**src/srp_pkg.sv**
```systemverilog
// Shared constants for the switch reset propagation block
package srp_pkg;
  localparam int NUM_DN_PORTS = 4;
  localparam int SYNC_STAGES = 2;
  // Bit positions of the control words
  localparam int SBR_BIT = 22;
  localparam int PROP_DIS_BIT = 20;
  localparam int DL_DOWN_LOAD_DIS_BIT = 16;
  localparam int HOT_LOAD_DIS_BIT = 17;
  // Least hot reset hold, in ns, and its cycle count at 10 MHz
  localparam int CLK_PERIOD_NS = 100;
  localparam int HOT_HOLD_NS = 2000;
  localparam int HOT_HOLD_CYC =
    (HOT_HOLD_NS + CLK_PERIOD_NS - 1) / CLK_PERIOD_NS;
  localparam logic [31:0] CTRL_RESET = 32'h0000_0000;
  typedef enum logic [1:0] {
    SRP_RUN, SRP_HOT, SRP_LOAD
  } srp_state_t;
endpackage

```
**src/srp_rst_if.sv**
```systemverilog
// Carrier between the top module and the downstream port resetter
`timescale 1ns/100ps
interface srp_rst_if #(parameter int N = 4);
  logic core_rst_n;
  logic [N-1:0] port_hot;
  logic [N-1:0] port_reset;
  logic [N-1:0] port_drop;
  modport top (output core_rst_n, output port_hot,
    input port_reset, input port_drop);
  modport port (input core_rst_n, input port_hot,
    output port_reset, output port_drop);
endinterface

```
**src/srp_port.sv**
```systemverilog
// Per downstream port hot reset holder
`timescale 1ns/100ps
module srp_port #(
  parameter int N = 4
) (
  input wire logic clk,
  input wire logic ce,
  srp_rst_if.port rif
);
  genvar i;
  generate
    for (i = 0; i < N; i++) begin : g_port
      always_ff @(posedge clk) begin
        if (!rif.core_rst_n) begin
          rif.port_reset[i] <= 1'b1;
          rif.port_drop[i] <= 1'b1;
        end else if (ce) begin
          // held while request stands
          rif.port_reset[i] <= rif.port_hot[i];
          // drain as on link inactive
          rif.port_drop[i] <= rif.port_hot[i];
        end
      end
    end
  endgenerate
endmodule

```
**src/srp_top.sv**
```systemverilog
// Reset control for a multi-port packet switch
// Behaviour
// Fundamental reset reinitializes everything
// Warm reset treated as power-on reset
// Leaving reset restores all start-up values
// Hot reset discards all held packets
// Hot reset clears state, non-sticky bits
// Hot reset keeps clocks, config, sticky bits
// Upstream training reset bit starts hot reset
// Upstream link inactive acts as hot reset
// Hot reset forwarded via training reset bit
// Upstream bridge resets all secondary bridges
// Disable bit ignores upstream hot reset
// Disable bit blocks link-down internal reset
// Disable bit stops downstream hot reset
// Upstream bus reset resets downstream ports
// Upstream bus reset keeps upstream, drains
// Downstream bus reset resets only that port
// Port held in reset until bit cleared
// Drain reset port as link inactive
// Rerun configuration load after hot reset
// Synchronise fundamental reset release
`timescale 1ns/100ps
module srp_top #(
  parameter int NUM_DN = srp_pkg::NUM_DN_PORTS
) (
  input wire logic clk,
  input wire logic rst_n,
  input wire logic ce,
  input wire logic fundamental_reset_n,
  input wire logic up_rx_hot_reset,
  input wire logic up_dl_inactive,
  input wire logic cfg_mem_present,
  input wire logic [31:0] debug_control,
  input wire logic [31:0] up_bridge_control_word,
  input wire logic [NUM_DN-1:0] dn_sbr,
  output logic core_reset_n,
  output logic hot_reset_n,
  output logic up_queue_flush,
  output logic [NUM_DN-1:0] dn_tx_hot_reset,
  output logic [NUM_DN-1:0] dn_port_reset,
  output logic [NUM_DN-1:0] dn_queue_drop,
  output logic cfg_load_start,
  output logic busy
);
  // Port vector and pack logic serve 1 to 16 ports only
  if (NUM_DN < 1 || NUM_DN > 16) begin : g_bad_num_dn
    $error("NUM_DN out of range");
  end

  localparam int HW = $clog2(srp_pkg::HOT_HOLD_CYC + 1);

  logic [srp_pkg::SYNC_STAGES-1:0] sync;
  logic rst_ok;
  logic load_pend;
  logic prop_dis;
  logic up_sbr;
  logic up_event;
  logic up_event_q;
  logic up_dl_inactive_seen;
  logic [HW-1:0] hold_cnt;
  srp_pkg::srp_state_t state;
  srp_pkg::srp_state_t next_state;
  srp_rst_if #(.N(NUM_DN)) rif ();

  function automatic logic bit_of(input logic [31:0] w, input int pos);
    bit_of = w[pos];
  endfunction

  // two-stage release synchroniser
  always_ff @(posedge clk) begin
    if (!rst_n || !fundamental_reset_n) begin
      sync <= '0;
    end else begin
      sync <= {sync[srp_pkg::SYNC_STAGES-2:0], 1'b1};
    end
  end
  assign rst_ok = sync[srp_pkg::SYNC_STAGES-1];

  assign prop_dis = bit_of(debug_control, srp_pkg::PROP_DIS_BIT);
  assign up_sbr = bit_of(up_bridge_control_word, srp_pkg::SBR_BIT);
  // upstream triggers, R11 R12 gated off
  assign up_event = !prop_dis && (up_rx_hot_reset || up_dl_inactive);

  always_ff @(posedge clk) begin
    if (!rst_ok) begin
      up_event_q <= 1'b0;
    end else if (ce) begin
      up_event_q <= up_event;
    end
  end

  always_comb begin
    next_state = state;
    unique case (state)
      srp_pkg::SRP_RUN: begin
        if (up_event) begin
          next_state = srp_pkg::SRP_HOT;
        end
      end
      srp_pkg::SRP_HOT: begin
        if (!up_event && hold_cnt == '0) begin
          next_state = srp_pkg::SRP_LOAD;
        end
      end
      srp_pkg::SRP_LOAD: begin
        next_state = srp_pkg::SRP_RUN;
      end
    endcase
  end

  // whole block restarts on fundamental reset
  always_ff @(posedge clk) begin
    if (!rst_ok) begin
      state <= srp_pkg::SRP_RUN;
    end else if (ce) begin
      state <= next_state;
    end
  end

  // Hold keeps a short glitch from giving a runt reset
  always_ff @(posedge clk) begin
    if (!rst_ok) begin
      hold_cnt <= '0;
    end else if (ce) begin
      if (up_event && !up_event_q) begin
        hold_cnt <= HW'(srp_pkg::HOT_HOLD_CYC);
      end else if (hold_cnt != '0) begin
        hold_cnt <= hold_cnt - 1'b1;
      end
    end
  end

  // Load runs after fundamental release and after each hot reset
  always_ff @(posedge clk) begin
    if (!rst_ok) begin
      load_pend <= 1'b1;
      cfg_load_start <= 1'b0;
    end else if (ce) begin
      cfg_load_start <= 1'b0;
      if (load_pend) begin
        load_pend <= 1'b0;
        cfg_load_start <= cfg_mem_present;
      end else if (next_state == srp_pkg::SRP_LOAD) begin
        // reload unless disabled
        cfg_load_start <= cfg_mem_present &&
          !(up_dl_inactive_seen ? bit_of(debug_control,
            srp_pkg::DL_DOWN_LOAD_DIS_BIT) :
            bit_of(debug_control, srp_pkg::HOT_LOAD_DIS_BIT));
      end
    end
  end

  always_ff @(posedge clk) begin
    if (!rst_ok) begin
      up_dl_inactive_seen <= 1'b0;
    end else if (ce) begin
      if (state == srp_pkg::SRP_RUN && up_event) begin
        up_dl_inactive_seen <= up_dl_inactive && !up_rx_hot_reset;
      end
    end
  end

  // per port hot reset requests
  always_comb begin
    rif.core_rst_n = rst_ok;
    for (int i = 0; i < NUM_DN; i++) begin
      rif.port_hot[i] = dn_sbr[i] || up_sbr ||
        (state == srp_pkg::SRP_HOT);
    end
  end

  srp_port #(.N(NUM_DN)) u_port (
    .clk(clk),
    .ce(ce),
    .rif(rif.port)
  );

  always_ff @(posedge clk) begin
    if (!rst_ok) begin
      core_reset_n <= 1'b0;
      hot_reset_n <= 1'b1;
      up_queue_flush <= 1'b1;
      dn_tx_hot_reset <= '0;
      dn_port_reset <= '1;
      dn_queue_drop <= '1;
      busy <= 1'b1;
    end else if (ce) begin
      core_reset_n <= 1'b1;
      // non-sticky reset only, clocks and config kept
      hot_reset_n <= !(state == srp_pkg::SRP_HOT);
      // drop every held packet on hot or upstream bus reset
      up_queue_flush <= (state == srp_pkg::SRP_HOT) || up_sbr;
      // training reset bit on links, not if disabled
      dn_tx_hot_reset <= rif.port_reset;
      dn_port_reset <= rif.port_reset;
      dn_queue_drop <= rif.port_drop;
      busy <= (state != srp_pkg::SRP_RUN) || load_pend;
    end
  end
endmodule

```
**config.mk**
```make
export PLATFORM = sky130hd
export DESIGN_NAME = srp_top
export DESIGN_NICKNAME = d
export VERILOG_FILES = /design/src/srp_pkg.sv /design/src/srp_rst_if.sv /design/src/srp_port.sv /design/src/srp_top.sv
export SDC_FILE = /design/constraint.sdc
export NUM_CORES = 1
export LEC_CHECK = 0
export BUFFER_PORTS_ARGS = -buffer_cell sky130_fd_sc_hd__buf_2
export CORE_MARGIN = 1
export CORE_UTILIZATION = 39
export CTS_CLUSTER_DIAMETER = 150
export DETAILED_ROUTE_END_ITERATION = 8
export PLACE_DENSITY_LB_ADDON = 0.08
export SYNTH_ARGS = -nofsm -noshare
export SYNTH_HDL_FRONTEND = slang
export SYNTH_SLANG_ARGS = --single-unit
export TNS_END_PERCENT = 100
```
**constraint.sdc**
```tcl
create_clock -name clk -period 2.25 [get_ports clk]
set_input_delay 0.45 -clock clk [delete_from_list [all_inputs] [get_ports clk]]
set_output_delay 0.45 -clock clk [all_outputs]
set_load 0.01 [all_outputs]
```
**After elaboration in Yosys (flattened, before gate mapping)**

Index checks and enable logic that the tools add are counted.

- Reductions and logical operators: 33
- Muxes and demuxes: 9
- Eq/ne operators: 3
- $add $sub $neg: 1

Operator list:

| cell | number |
|---|---|
| 1-bit logical OR | 12 |
| 5-bit 2-to-1 mux | 2 |
| 1-bit logical NOT | 8 |
| 1-bit logical AND | 6 |
| 2-bit case mux with 3 select lines | 1 |
| 5-bit logical NOT | 1 |
| 5-bit nonzero test | 1 |
| 5-bit by 1-bit subtractor with 5-bit output, second input constant | 1 |
| 2-bit == test, second input constant | 2 |
| 1-bit 2-to-1 mux | 4 |
| 2-bit 2-to-1 mux | 2 |
| 2-bit AND reduction | 2 |
| 2-bit nonzero test | 2 |
| 2-bit by 1-bit == test with 1-bit output, second input constant | 1 |
| 2-bit logical NOT | 1 |

- Bits of input ports: 75
- Register bits: 29
- Logic and storage cells: 64

**Logic depth before layout (Yosys ltp)**

Gate-level depths: netlist (run 1).

- Word-level depth: 9
- Gate-level depth with buffers: 7
- Mapped depth without buffers: 6

**Cells and area by module**

Synthesis (run 1) repeated with hierarchy kept, for this count alone.

- Cells, all modules: 158
- Area total of the unflattened synthesis: 1411.4 µm²

By module, submodules not included:

| module | instances | cells each | area an instance (µm²) |
|---|---|---|---|
| srp_top | 1 | 141 | 1241.2 |
| srp_port | 1 | 17 | 170.2 |

**Least setup slack after synthesis (run 1)**

No wires, ideal clock.

- Path kind: reg-to-reg
- Start: register hold_cnt[0]
- End: register cfg_load_start
- Buffers on the path: 1
- Library setup time: 0.060 ns
- Stages on the path, launching flop included: 8
- Period minus slack after synthesis: 1.745 ns
- Slack: 0.505 ns
- Arrival time: 1.685 ns
- Cells stage by stage: dfxtp_1 -> inv_1 -> ha_1 -> or4b_1 -> buf_2 -> or2_1 -> o221ai_1 -> o2111a_1

- Cells in the longest elaborated chain, start to end: 7

RTL lines:

| element | line | RTL |
|---|---|---|
| start, declared | srp_top.sv:61 | `logic [HW-1:0] hold_cnt;` |
| start signal, assigned | srp_top.sv:127 | `hold_cnt <= HW'(srp_pkg::HOT_HOLD_CYC);` |
| start signal, assigned | srp_top.sv:129 | `hold_cnt <= hold_cnt - 1'b1;` |
| 5-bit logical NOT | srp_top.sv:102 | `if (!up_event && hold_cnt == '0) begin` |
| 1-bit logical AND | srp_top.sv:102 |  |
| 2-bit 2-to-1 mux | srp_top.sv:102 |  |
| 2-bit case mux with 3 select lines | srp_top.sv:95 | `unique case (state)` |
| 2-bit == test | srp_top.sv:144 | `end else if (next_state == srp_pkg::SRP_LOAD) begin` |
| 1-bit 2-to-1 mux | srp_top.sv:144 |  |
| 1-bit 2-to-1 mux | srp_top.sv:141 | `if (load_pend) begin` |
| end signal, assigned | srp_top.sv:143 | `cfg_load_start <= cfg_mem_present;` |
| end signal, assigned | srp_top.sv:146 | `cfg_load_start <= cfg_mem_present &&` |
| end, declared | srp_top.sv:43 | `output logic cfg_load_start,` |

Every way passes these cells.
A chain may end at the register's enable or synchronous reset.

**Worst setup path in the final report (run 1)**

Same ends and word-level chain as after synthesis.

==> flow_metrics.env, run 1 <==
export IMPL_drive_above_1_share_pct=26.04
export IMPL_numPortBuffers=31
export IMPL_worstSkewPairLatency_ns=0.34
export IMPL_crit_type="reg2reg"
export IMPL_synthCells=139
export IMPL_drc=0
export IMPL_root_buffer="clkbuf_4"
export IMPL_synth_nets=218
export IMPL_firstDrtPassIters=6
export IMPL_ys_ff_latch=29
export IMPL_arrival_ns=2.10
export IMPL_power_leakage_nw=0.6255
export IMPL_hpwl_um=1696
export IMPL_wirelength_um=2440
export IMPL_num_rows=20
export IMPL_cts_sinks=29
export IMPL_drt_iter0_markers=37
export IMPL_antenna_found_initial=0
export IMPL_slew_headroom_pct=58.72
export IMPL_drv_cap=0
export IMPL_worst_pin_slew_ns=0.6192
export IMPL_outcome="completed"
export IMPL_routed_via_density=4.798
export IMPL_synth_cell_types=33
export IMPL_die_x_um=58.36
export IMPL_path_max_fanout=3
export IMPL_grt_setup_unrepaired="no"
export IMPL_final_cells=213
export IMPL_initial_utilization_pct=40.91
export IMPL_dominantRegCellSynth="dfxtp_1"
export IMPL_ctsResizeCount=0
export IMPL_synth_yosys_warnings=0
export IMPL_die_y_um=58.36
export IMPL_gp_congestion=0.8118
export IMPL_core_area_sq_um=3028
export IMPL_synth_area_sq_um=1239
export IMPL_tns_ns=0
export IMPL_power_density_nw_per_um2=701.8
export IMPL_cts_htree_levels=2
export IMPL_end_kind="flip-flop"
export IMPL_seq_area_frac_synth_pct=46.87
export IMPL_cts_tree="done"
export IMPL_areaGrowthSynthToFinish_pct=20.71
export IMPL_clkTransAtPathRegs_ns=0.10
export IMPL_whs_ns=0.3146
export IMPL_fin_nets=247
export IMPL_diodes=0
export IMPL_fmax_mhz=554.1
export IMPL_fin_crit_ns=1.805
export IMPL_dieArea_sq_um=3405
export IMPL_vias=1022
export IMPL_ir_worst_vdd_uv=314.8
export IMPL_avgSynthCellArea_sq_um=8.911
export IMPL_finClkSkew_ns=0.01031
export IMPL_synthArstFlopShare_pct=0
export IMPL_grt_pass1_vias=1021
export IMPL_ios=92
export IMPL_hold_buffers=0
export IMPL_placed_cells=205
export IMPL_wire_per_inst_um=11.46
export IMPL_hold_class="in2reg"
export IMPL_final_hold_viol_count=0
export IMPL_grt_pass1_wl_um=4284
export IMPL_overflow=0
export IMPL_slew_viol_final=0
export IMPL_synth_edf_count=0
export IMPL_cts_setup_buffers=0
export IMPL_grt_start_max_net_pins=39
export IMPL_cp_start_kind="flip-flop"
export IMPL_setup_viol=0
export IMPL_min_period_over_period_pct=80.21
export IMPL_clock_path_buffers=2
export IMPL_grtUsageTotal_pct=17.53
export IMPL_drtAntennaViolNets=0
export IMPL_cp_required_ns=2.54
export IMPL_numCtsBuffers=5
==> per-layer routing <==
| metal | vias up | GRT usage, % | wire length (um) | part of all wire (%) |
|---|---|---|---|---|
| li1 | 524 | - | - | - |
| met1 | 466 | 18.52 | 1125 | 46 |
| met2 | 23 | 29.06 | 1114 | 46 |
| met3 | 9 | 6.154 | 127 | 5.2 |
| met4 | 0 | 12.59 | 73 | 3.0 |
| met5 | - | 0 | 0 | 0 |
==> flip-flops by register name, indices dropped and copies added, names as in the netlist <==
signal / flops
core_reset_n: 1
up_queue_flush: 1
cfg_load_start: 1
busy: 1
state: 2
dn_tx_hot_reset: 4
load_pend: 1
u_port.rif.port_reset: 3
hold_cnt: 5
sync: 2
u_port.rif.port_drop: 1
up_dl_inactive_seen: 1
up_event_q: 1
dn_queue_drop: 4
hot_reset_n: 1
==> final timing paths <==
path	slack (ns)	startpoint	cells after the start	end
min reg2reg	0.46	load_pend$_SDFFE_PN1P_	2	load_pend$_SDFFE_PN1P_
max reg2reg	0.45	hold_cnt[0]$_SDFFE_PN0P_	6	cfg_load_start$_SDFFE_PN0P_
min	0.31	up_rx_hot_reset	2	up_dl_inactive_seen$_SDFFE_PN0P_
max	0.45	hold_cnt[0]$_SDFFE_PN0P_	6	cfg_load_start$_SDFFE_PN0P_
==> layout by cell type (no fill, tap or decap), drive strengths merged, types with 2 or more instances in the layout <==
cell | synthesis | final
ha | 4 | 4
mux2i | 7 | 7
buf | 7 | 33
a21oi | 10 | 10
xor2 | 2 | 2
inv | 8 | 8
nand2 | 15 | 15
nand2b | 8 | 8
nor2b | 2 | 2
dfxtp | 29 | 29
nand3 | 7 | 7
a311oi | 2 | 2
and2 | 2 | 2
nor2 | 8 | 8
o21ai | 7 | 7
nor3 | 3 | 3
clkbuf | 4 | 6
==> cell type report <==
cell class                      count  area, sq um
Fill cell                         293         1533
Inverter                            8        30.03
Tap cell                           44        55.05
Clock buffer                        6        51.30
Multi-Input combinational cell     91        570.5
Clock inverter                      2        37.54
Sequential cell                    29        580.6
Timing Repair Buffer               33        170.2
==> power by group <==
| group | internal, W | switching, W | total [W] |
|---|---|---|---|
| combinational | 0.0000324 | 0.0000365 | 0.0000689 |
| sequential | 0.000519 | 0.00000297 | 0.000522 |
| clock | 0.000264 | 0.000195 | 0.000459 |
| total | 0.000815 | 0.000234 | 0.00105 |
==> worst max-delay path, stage by stage (launching register included) <==
cell and delay [ns]:
dfxtp_1 0.32, inv_1 0.11, ha_1 0.18, or4b_1 0.47, or2_1 0.25, o221ai_1 0.21
o2111a_1 0.20
==> kinds of logic after synthesis <==
| kind of cell | after synthesis | synth area share, % |
|---|---|---|
| adders and majority gates | 4 | 4.041 |
| xor gates and xnor gates | 3 | 2.122 |
| muxes | 8 | 6.566 |
| buffers and inverters | 19 | 7.070 |
| and+or+nand+nor | 49 | 19.49 |
| DFF | 29 | 46.87 |
| AOI/OAI and AO/OA | 27 | 13.84 |
==> per-stage QoR <==
step                       power, W  setup WS, ns  util [%]  cell area (sq um)
after floorplan           0.0005799        0.5049         -               1239
after global placement    0.0006014        0.4871     46.45               1406
after detailed placement  0.0006030        0.4461     46.45               1406
after CTS                  0.001065        0.4266     49.38               1495
after global routing       0.001098        0.3466     49.38               1495
final                      0.001049        0.4452     49.38               1495
==> Yosys cell counts, drive strengths merged, types with 2 or more instances <==
master / count / area share, %
a311oi: 2 / 1.4
dfxtp: 29 / 47
nor3: 3 / 1.2
nor2: 8 / 2.4
o21ai: 7 / 2.8
mux2i: 7 / 5.7
and2: 2 / 1.0
ha: 4 / 4.0
clkbuf: 4 / 1.2
nand3: 7 / 2.8
nor2b: 2 / 1.0
a21oi: 10 / 4.0
nand2b: 8 / 4.0
nand2: 15 / 4.5
xor2: 2 / 1.4
inv: 8 / 2.4
buf: 7 / 3.4
Note: power is estimated with default switching activity, not from simulation.
==> inputs of run 2 (changes only) <==
--- a/config.mk
+++ b/config.mk
@@ -7,7 +7,7 @@
 export LEC_CHECK = 0
 export BUFFER_PORTS_ARGS = -buffer_cell sky130_fd_sc_hd__buf_2
 export CORE_MARGIN = 1
-export CORE_UTILIZATION = 39
+export CORE_UTILIZATION = 36
 export CTS_CLUSTER_DIAMETER = 150
 export DETAILED_ROUTE_END_ITERATION = 8
 export PLACE_DENSITY_LB_ADDON = 0.08
==> constraint.sdc (replaced) <==
create_clock -name clk -period 1.54 [get_ports clk]
set_input_delay 0.308 -clock clk [delete_from_list [all_inputs] [get_ports clk]]
set_output_delay 0.308 -clock clk [all_outputs]
set_load 0.01 [all_outputs]
==> run 2 against run 1 <==
The run now ends with negative setup slack left. Clock skew fell by 0.0029 ns. Register-to-register slack worse by 0.57 ns. First-iteration DRC count down 54%. Final area up 8.1%. Sequential power rose by 46%. Global-route usage fell by 1.1 points. Critical endpoint unchanged. Largest power group unchanged.
==> flow_metrics.env, run 2 (synthesized netlist as in run 1, its figures left out) <==
export IMPL_top_register="hold_cnt"
export IMPL_p_int_w=0.001143
export IMPL_drv_cap=0
export IMPL_hpwl_um=1797
export IMPL_cp_start_kind="flip-flop"
export IMPL_drive_above_1_share_pct=37.64
export IMPL_num_rows=20
export IMPL_final_cell_mix="buf_2 (31), dfxtp_1 (28), nand2_1 (15)"
export IMPL_utilization_pct=51.27
export IMPL_gp_congestion=0.7952
export IMPL_wirelength_um=2536
export IMPL_cts_tree="done"
export IMPL_largest_reg_flops=5
export IMPL_grtUsageTotal_pct=16.42
export IMPL_cts_sinks=29
export IMPL_antenna_found_initial=0
export IMPL_finClkSkew_ns=0.007381
export IMPL_grt_start_max_net_pins=19
export IMPL_final_hold_viol_count=0
export IMPL_combPwrFrac_pct=7.5
export IMPL_die_x_um=60.66
export IMPL_clock_path_buffers=2
export IMPL_hold_class="in2reg"
export IMPL_clkTransAtPathRegs_ns=0.09
export IMPL_grt_setup_unrepaired="yes"
export IMPL_dieArea_sq_um=3680
export IMPL_nFillCells=333
export IMPL_switching_share_pct=22.10
export IMPL_vias=1051
export IMPL_drt_iter0_markers=17
export IMPL_power_leakage_nw=0.6750
export IMPL_fin_ws_ns=-0.1203
export IMPL_die_y_um=60.66
export IMPL_fin_crit_ns=1.660
export IMPL_outcome="finished, violations left"
export IMPL_crit_type="reg2reg"
export IMPL_slew_viol_final=0
export IMPL_cp_required_ns=1.82
export IMPL_diodes=0
export IMPL_cts_htree_levels=2
export IMPL_top_regs="hold_cnt (5), dn_queue_drop (4), dn_tx_hot_reset (4)"
export IMPL_setup_viol=4
export IMPL_slew_headroom_pct=80.85
export IMPL_wire_per_inst_um=11.42
export IMPL_fin_nets=257
export IMPL_grt_pass1_vias=1034
export IMPL_core_area_sq_um=3153
export IMPL_worstSkewPairLatency_ns=0.33
export IMPL_routed_via_density=4.734
export IMPL_numCtsBuffers=5
export IMPL_overflow=0
export IMPL_violations="negative setup slack"
export IMPL_arrival_ns=1.94
export IMPL_power_density_nw_per_um2=907.6
export IMPL_areaGrowthSynthToFinish_pct=30.51
export IMPL_firstDrtPassIters=4
export IMPL_worst_pin_slew_ns=0.2869
export IMPL_design_power_total_w=0.001467
export IMPL_p_sw_w=0.0003243
export IMPL_root_buffer="clkbuf_4"
export IMPL_power_frac_seq_pct=52.0
export IMPL_fmax_mhz=602.3
export IMPL_path_max_fanout=2
export IMPL_ir_worst_vdd_uv=434.4
export IMPL_drtAntennaViolNets=0
export IMPL_end_kind="flip-flop"
export IMPL_numPortBuffers=31
export IMPL_drc=0
export IMPL_clkPwrFrac_pct=40.4
export IMPL_initial_utilization_pct=39.29
export IMPL_grt_pass1_wl_um=4284
export IMPL_min_period_over_period_pct=107.8
export IMPL_final_common_cell="buf_2"
export IMPL_ios=92
[run 2: critical path, stage by stage, from the launching register on]
cell,delay [ns]
dfxtp_2,0.33
inv_2,0.07
ha_4,0.13
or4b_4,0.46
or2_4,0.28
o221ai_2,0.17
o2111a_1,0.19
[run 2: area by class of cell]
type	instances	area [sq um]	share of cell area (%)
inverters	8	30.03	1.858
multi-input cells	91	631.9	39.09
clock inverters	2	35.03	2.167
well taps	44	55.05	3.406
repair buffers	43	245.2	15.17
flip-flops and latches	29	581.8	35.99
clock buffers	5	37.54	2.322
[run 2: worst paths after layout]
| kind | startpoint | endpoint | slack [ns] | cells past startpoint |
|---|---|---|---|---|
| max | hold_cnt[1]$_SDFFE_PN0P_ | cfg_load_start$_SDFFE_PN0P_ | -0.12 | 6 |
| min | rst_n | sync[0]$_DFF_P_ | 0.19 | 2 |
| max reg2reg | hold_cnt[1]$_SDFFE_PN0P_ | cfg_load_start$_SDFFE_PN0P_ | -0.12 | 6 |
| min reg2reg | load_pend$_SDFFE_PN1P_ | load_pend$_SDFFE_PN1P_ | 0.45 | 2 |
[run 2: routing by layer]
metal,share of wire [%],track usage [%],vias up
li1,-,-,547
met2,45,27.00,22
met3,4.8,6.610,8
met5,0,0,-
met1,48,18.35,474
met4,1.9,8.442,0
[run 2: power groups by stage]
stage | Combinational, W | Sequential [W] | Clock [W]
5_1_grt | 0.000124 | 0.000765 | 0.000657
2_1_floorplan | 0.0000670 | 0.000781 | 0
6_report | 0.000111 | 0.000763 | 0.000593
4_1_cts | 0.000109 | 0.000764 | 0.000619
3_3_place_gp | 0.000103 | 0.000781 | 0
3_5_place_dp | 0.000105 | 0.000781 | 0
[run 2: timing repair]
item,CTS,global route
hold buffers,0,0
gates resized for setup,8,7
setup buffers,1,1
setup endpoints to repair,7,10
pin swaps,5,2
[run 2: stage by stage]
step	hold WS (ns)	TNS (ns)	cell area [sq um]	cells	setup slack, ns
2_1_floorplan	0.4227	-0.3183	1245	139	-0.1684
3_3_place_gp	0.4400	-0.3470	1466	213	-0.1378
3_5_place_dp	0.4473	-0.3715	1466	213	-0.1546
4_1_cts	0.1711	-0.2734	1577	221	-0.1265
5_1_grt	0.1673	-0.6315	1617	222	-0.1764
6_report	0.1855	-0.2795	1617	222	-0.1203
==> inputs of run 3 (changes only) <==
--- a/config.mk
+++ b/config.mk
@@ -7,7 +7,7 @@
 export LEC_CHECK = 0
 export BUFFER_PORTS_ARGS = -buffer_cell sky130_fd_sc_hd__buf_2
 export CORE_MARGIN = 1
-export CORE_UTILIZATION = 36
+export CORE_UTILIZATION = 39
 export CTS_CLUSTER_DIAMETER = 150
 export DETAILED_ROUTE_END_ITERATION = 8
 export PLACE_DENSITY_LB_ADDON = 0.08
==> constraint.sdc (replaced) <==
create_clock -name clk -period 1.9 [get_ports clk]
set_input_delay 0.38 -clock clk [delete_from_list [all_inputs] [get_ports clk]]
set_output_delay 0.38 -clock clk [all_outputs]
set_load 0.01 [all_outputs]
==> run 3 against run 2 <==
The flow finishes with violations (design-rule violations). Critical path type unchanged. Largest power group unchanged. Via count down 1.2%. Critical endpoint unchanged. Sequential power down 19%. Register-to-register slack better by 0.20 ns. Clock skew down 0.00099 ns. Core utilization down 1.1 points. Clock power down 8.4%.
==> flow_metrics.env, run 3 (synthesized netlist as in run 1, its figures left out) <==
export IMPL_numCtsBuffers=5
export IMPL_drt_iter0_markers=37
export IMPL_cts_htree_levels=2
export IMPL_finClkSkew_ns=0.006396
export IMPL_cp_start_kind="flip-flop"
export IMPL_areaGrowthSynthToFinish_pct=22.73
export IMPL_antenna_found_initial=0
export IMPL_fin_crit_ns=1.817
export IMPL_drv_cap=0
export IMPL_multi_input_area_sq_um=580.6
export IMPL_dieArea_sq_um=3405
export IMPL_final_common_cell="buf_2"
export IMPL_path_max_fanout=3
export IMPL_ir_worst_vdd_uv=408.4
export IMPL_fmax_mhz=550.2
export IMPL_top_regs="hold_cnt (5), dn_queue_drop (4), dn_tx_hot_reset (4)"
export IMPL_place_ws_ns=0.1210
export IMPL_diodes=0
export IMPL_clkTransAtPathRegs_ns=0.10
export IMPL_overflow=0
export IMPL_core_area_sq_um=3028
export IMPL_final_hold_viol_count=0
export IMPL_hold_buffers=0
export IMPL_crit_type="reg2reg"
export IMPL_routed_via_density=4.828
export IMPL_r2r_start="hold_cnt[0]$_SDFFE_PN0P_"
export IMPL_numPortBuffers=31
export IMPL_fin_nets=249
export IMPL_wire_per_inst_um=11.85
export IMPL_wirelength_um=2548
export IMPL_hold_class="in2reg"
export IMPL_die_y_um=58.36
export IMPL_worstSkewPairLatency_ns=0.34
export IMPL_vias=1038
export IMPL_ctsResizeCount=0
export IMPL_power_density_nw_per_um2=820.5
export IMPL_grtUsageTotal_pct=17.20
export IMPL_final_cells=215
export IMPL_ios=92
export IMPL_ff2ff_setup_slack_ns=0.08
export IMPL_whs_ns=0.2455
export IMPL_grt_setup_unrepaired="no"
export IMPL_hpwl_um=1784
export IMPL_worst_pin_slew_ns=0.3756
export IMPL_cp_required_ns=2.19
export IMPL_worstSetupStartpoint="hold_cnt[0]$_SDFFE_PN0P_"
export IMPL_fin_ws_ns=0.08254
export IMPL_initial_utilization_pct=40.91
export IMPL_largest_reg_flops=5
export IMPL_drive_above_1_share_pct=28.07
export IMPL_num_rows=20
export IMPL_power_leakage_nw=0.6343
export IMPL_grt_start_max_net_pins=23
export IMPL_register_area_sq_um=580.6
export IMPL_slew_viol_final=0
export IMPL_end_kind="flip-flop"
export IMPL_min_period_over_period_pct=95.66
export IMPL_cts_setup_buffers=0
export IMPL_cts_sinks=29
export IMPL_tns_ns=0
export IMPL_crit_end="cfg_load_start$_SDFFE_PN0P_"
export IMPL_placed_cells=207
export IMPL_final_cell_mix="buf_2 (31), dfxtp_1 (29), nand2_1 (15)"
export IMPL_die_x_um=58.36
export IMPL_gp_congestion=0.7781
export IMPL_top_register="hold_cnt"
export IMPL_grt_pass1_vias=984
export IMPL_slew_headroom_pct=74.96
export IMPL_nFillCells=308
export IMPL_cts_tree="done"
export IMPL_outcome="finished, violations left"
export IMPL_drtAntennaViolNets=0
export IMPL_rr_endpoint="cfg_load_start$_SDFFE_PN0P_"
export IMPL_arrival_ns=2.11
export IMPL_grt_pass1_wl_um=4236
export IMPL_root_buffer="clkbuf_4"
export IMPL_design_power_total_w=0.001247
export IMPL_drc=1
export IMPL_clock_path_buffers=2
export IMPL_timing_reg2reg_worst_path_depth=6
export IMPL_setup_viol=0
export IMPL_violations="design-rule violations"
export IMPL_firstDrtPassIters=6
run 3: final cells by class:
class | instances | area share (%)
clock buffer | 6 | 3.374
clock inverter | 2 | 2.469
inverter | 8 | 1.975
multi-input combinational | 91 | 38.19
sequential | 29 | 38.19
tap | 44 | 3.621
timing repair buffer | 35 | 12.18
run 3: per-stage QoR:
| step | area [sq um] | utilization (%) |
|---|---|---|
| after floorplan | 1239 | - |
| after global placement | 1421 | 46.94 |
| after detailed placement | 1421 | 46.94 |
| after CTS | 1510 | 49.88 |
| after global routing | 1520 | 50.21 |
| final | 1520 | 50.21 |
run 3: worst min-delay path by stage:
stage                                 from                                    to  slack (ns)  cells past startpoint
3_5_place_dp   up_queue_flush$_SDFFE_PN1P_           up_queue_flush$_SDFFE_PN1P_        0.45                      2
6_report                   up_rx_hot_reset      up_dl_inactive_seen$_SDFFE_PN0P_        0.25                      2
5_1_grt                              rst_n                       sync[0]$_DFF_P_        0.25                      2
4_1_cts                          dn_sbr[3]  u_port.rif.port_drop[3]$_SDFFE_PN1P_        0.24                      3
2_1_floorplan       load_pend$_SDFFE_PN1P_                load_pend$_SDFFE_PN1P_        0.43                      2
3_3_place_gp        load_pend$_SDFFE_PN1P_                load_pend$_SDFFE_PN1P_        0.44                      2
run 3: where the power goes:
part	internal, W	switching, W	total, W
clock network	0.000312	0.000231	0.000543
registers	0.000614	0.00000352	0.000618
logic	0.0000404	0.0000459	0.0000862
total	0.000967	0.000280	0.00125
run 3: worst max-delay path: stages, from the launching register on:
cell and delay [ns]:
dfxtp_1 0.32, inv_1 0.11, ha_1 0.18, or4b_1 0.48, or2_1 0.27, o221ai_2 0.20, o2111a_1 0.21
run 3: layer usage:
metal  track usage (%)  routed length [um]
met4             9.524                  72
met3             6.593                 152
met5                 0                   0
met1             18.64                1120
met2             28.90                1202
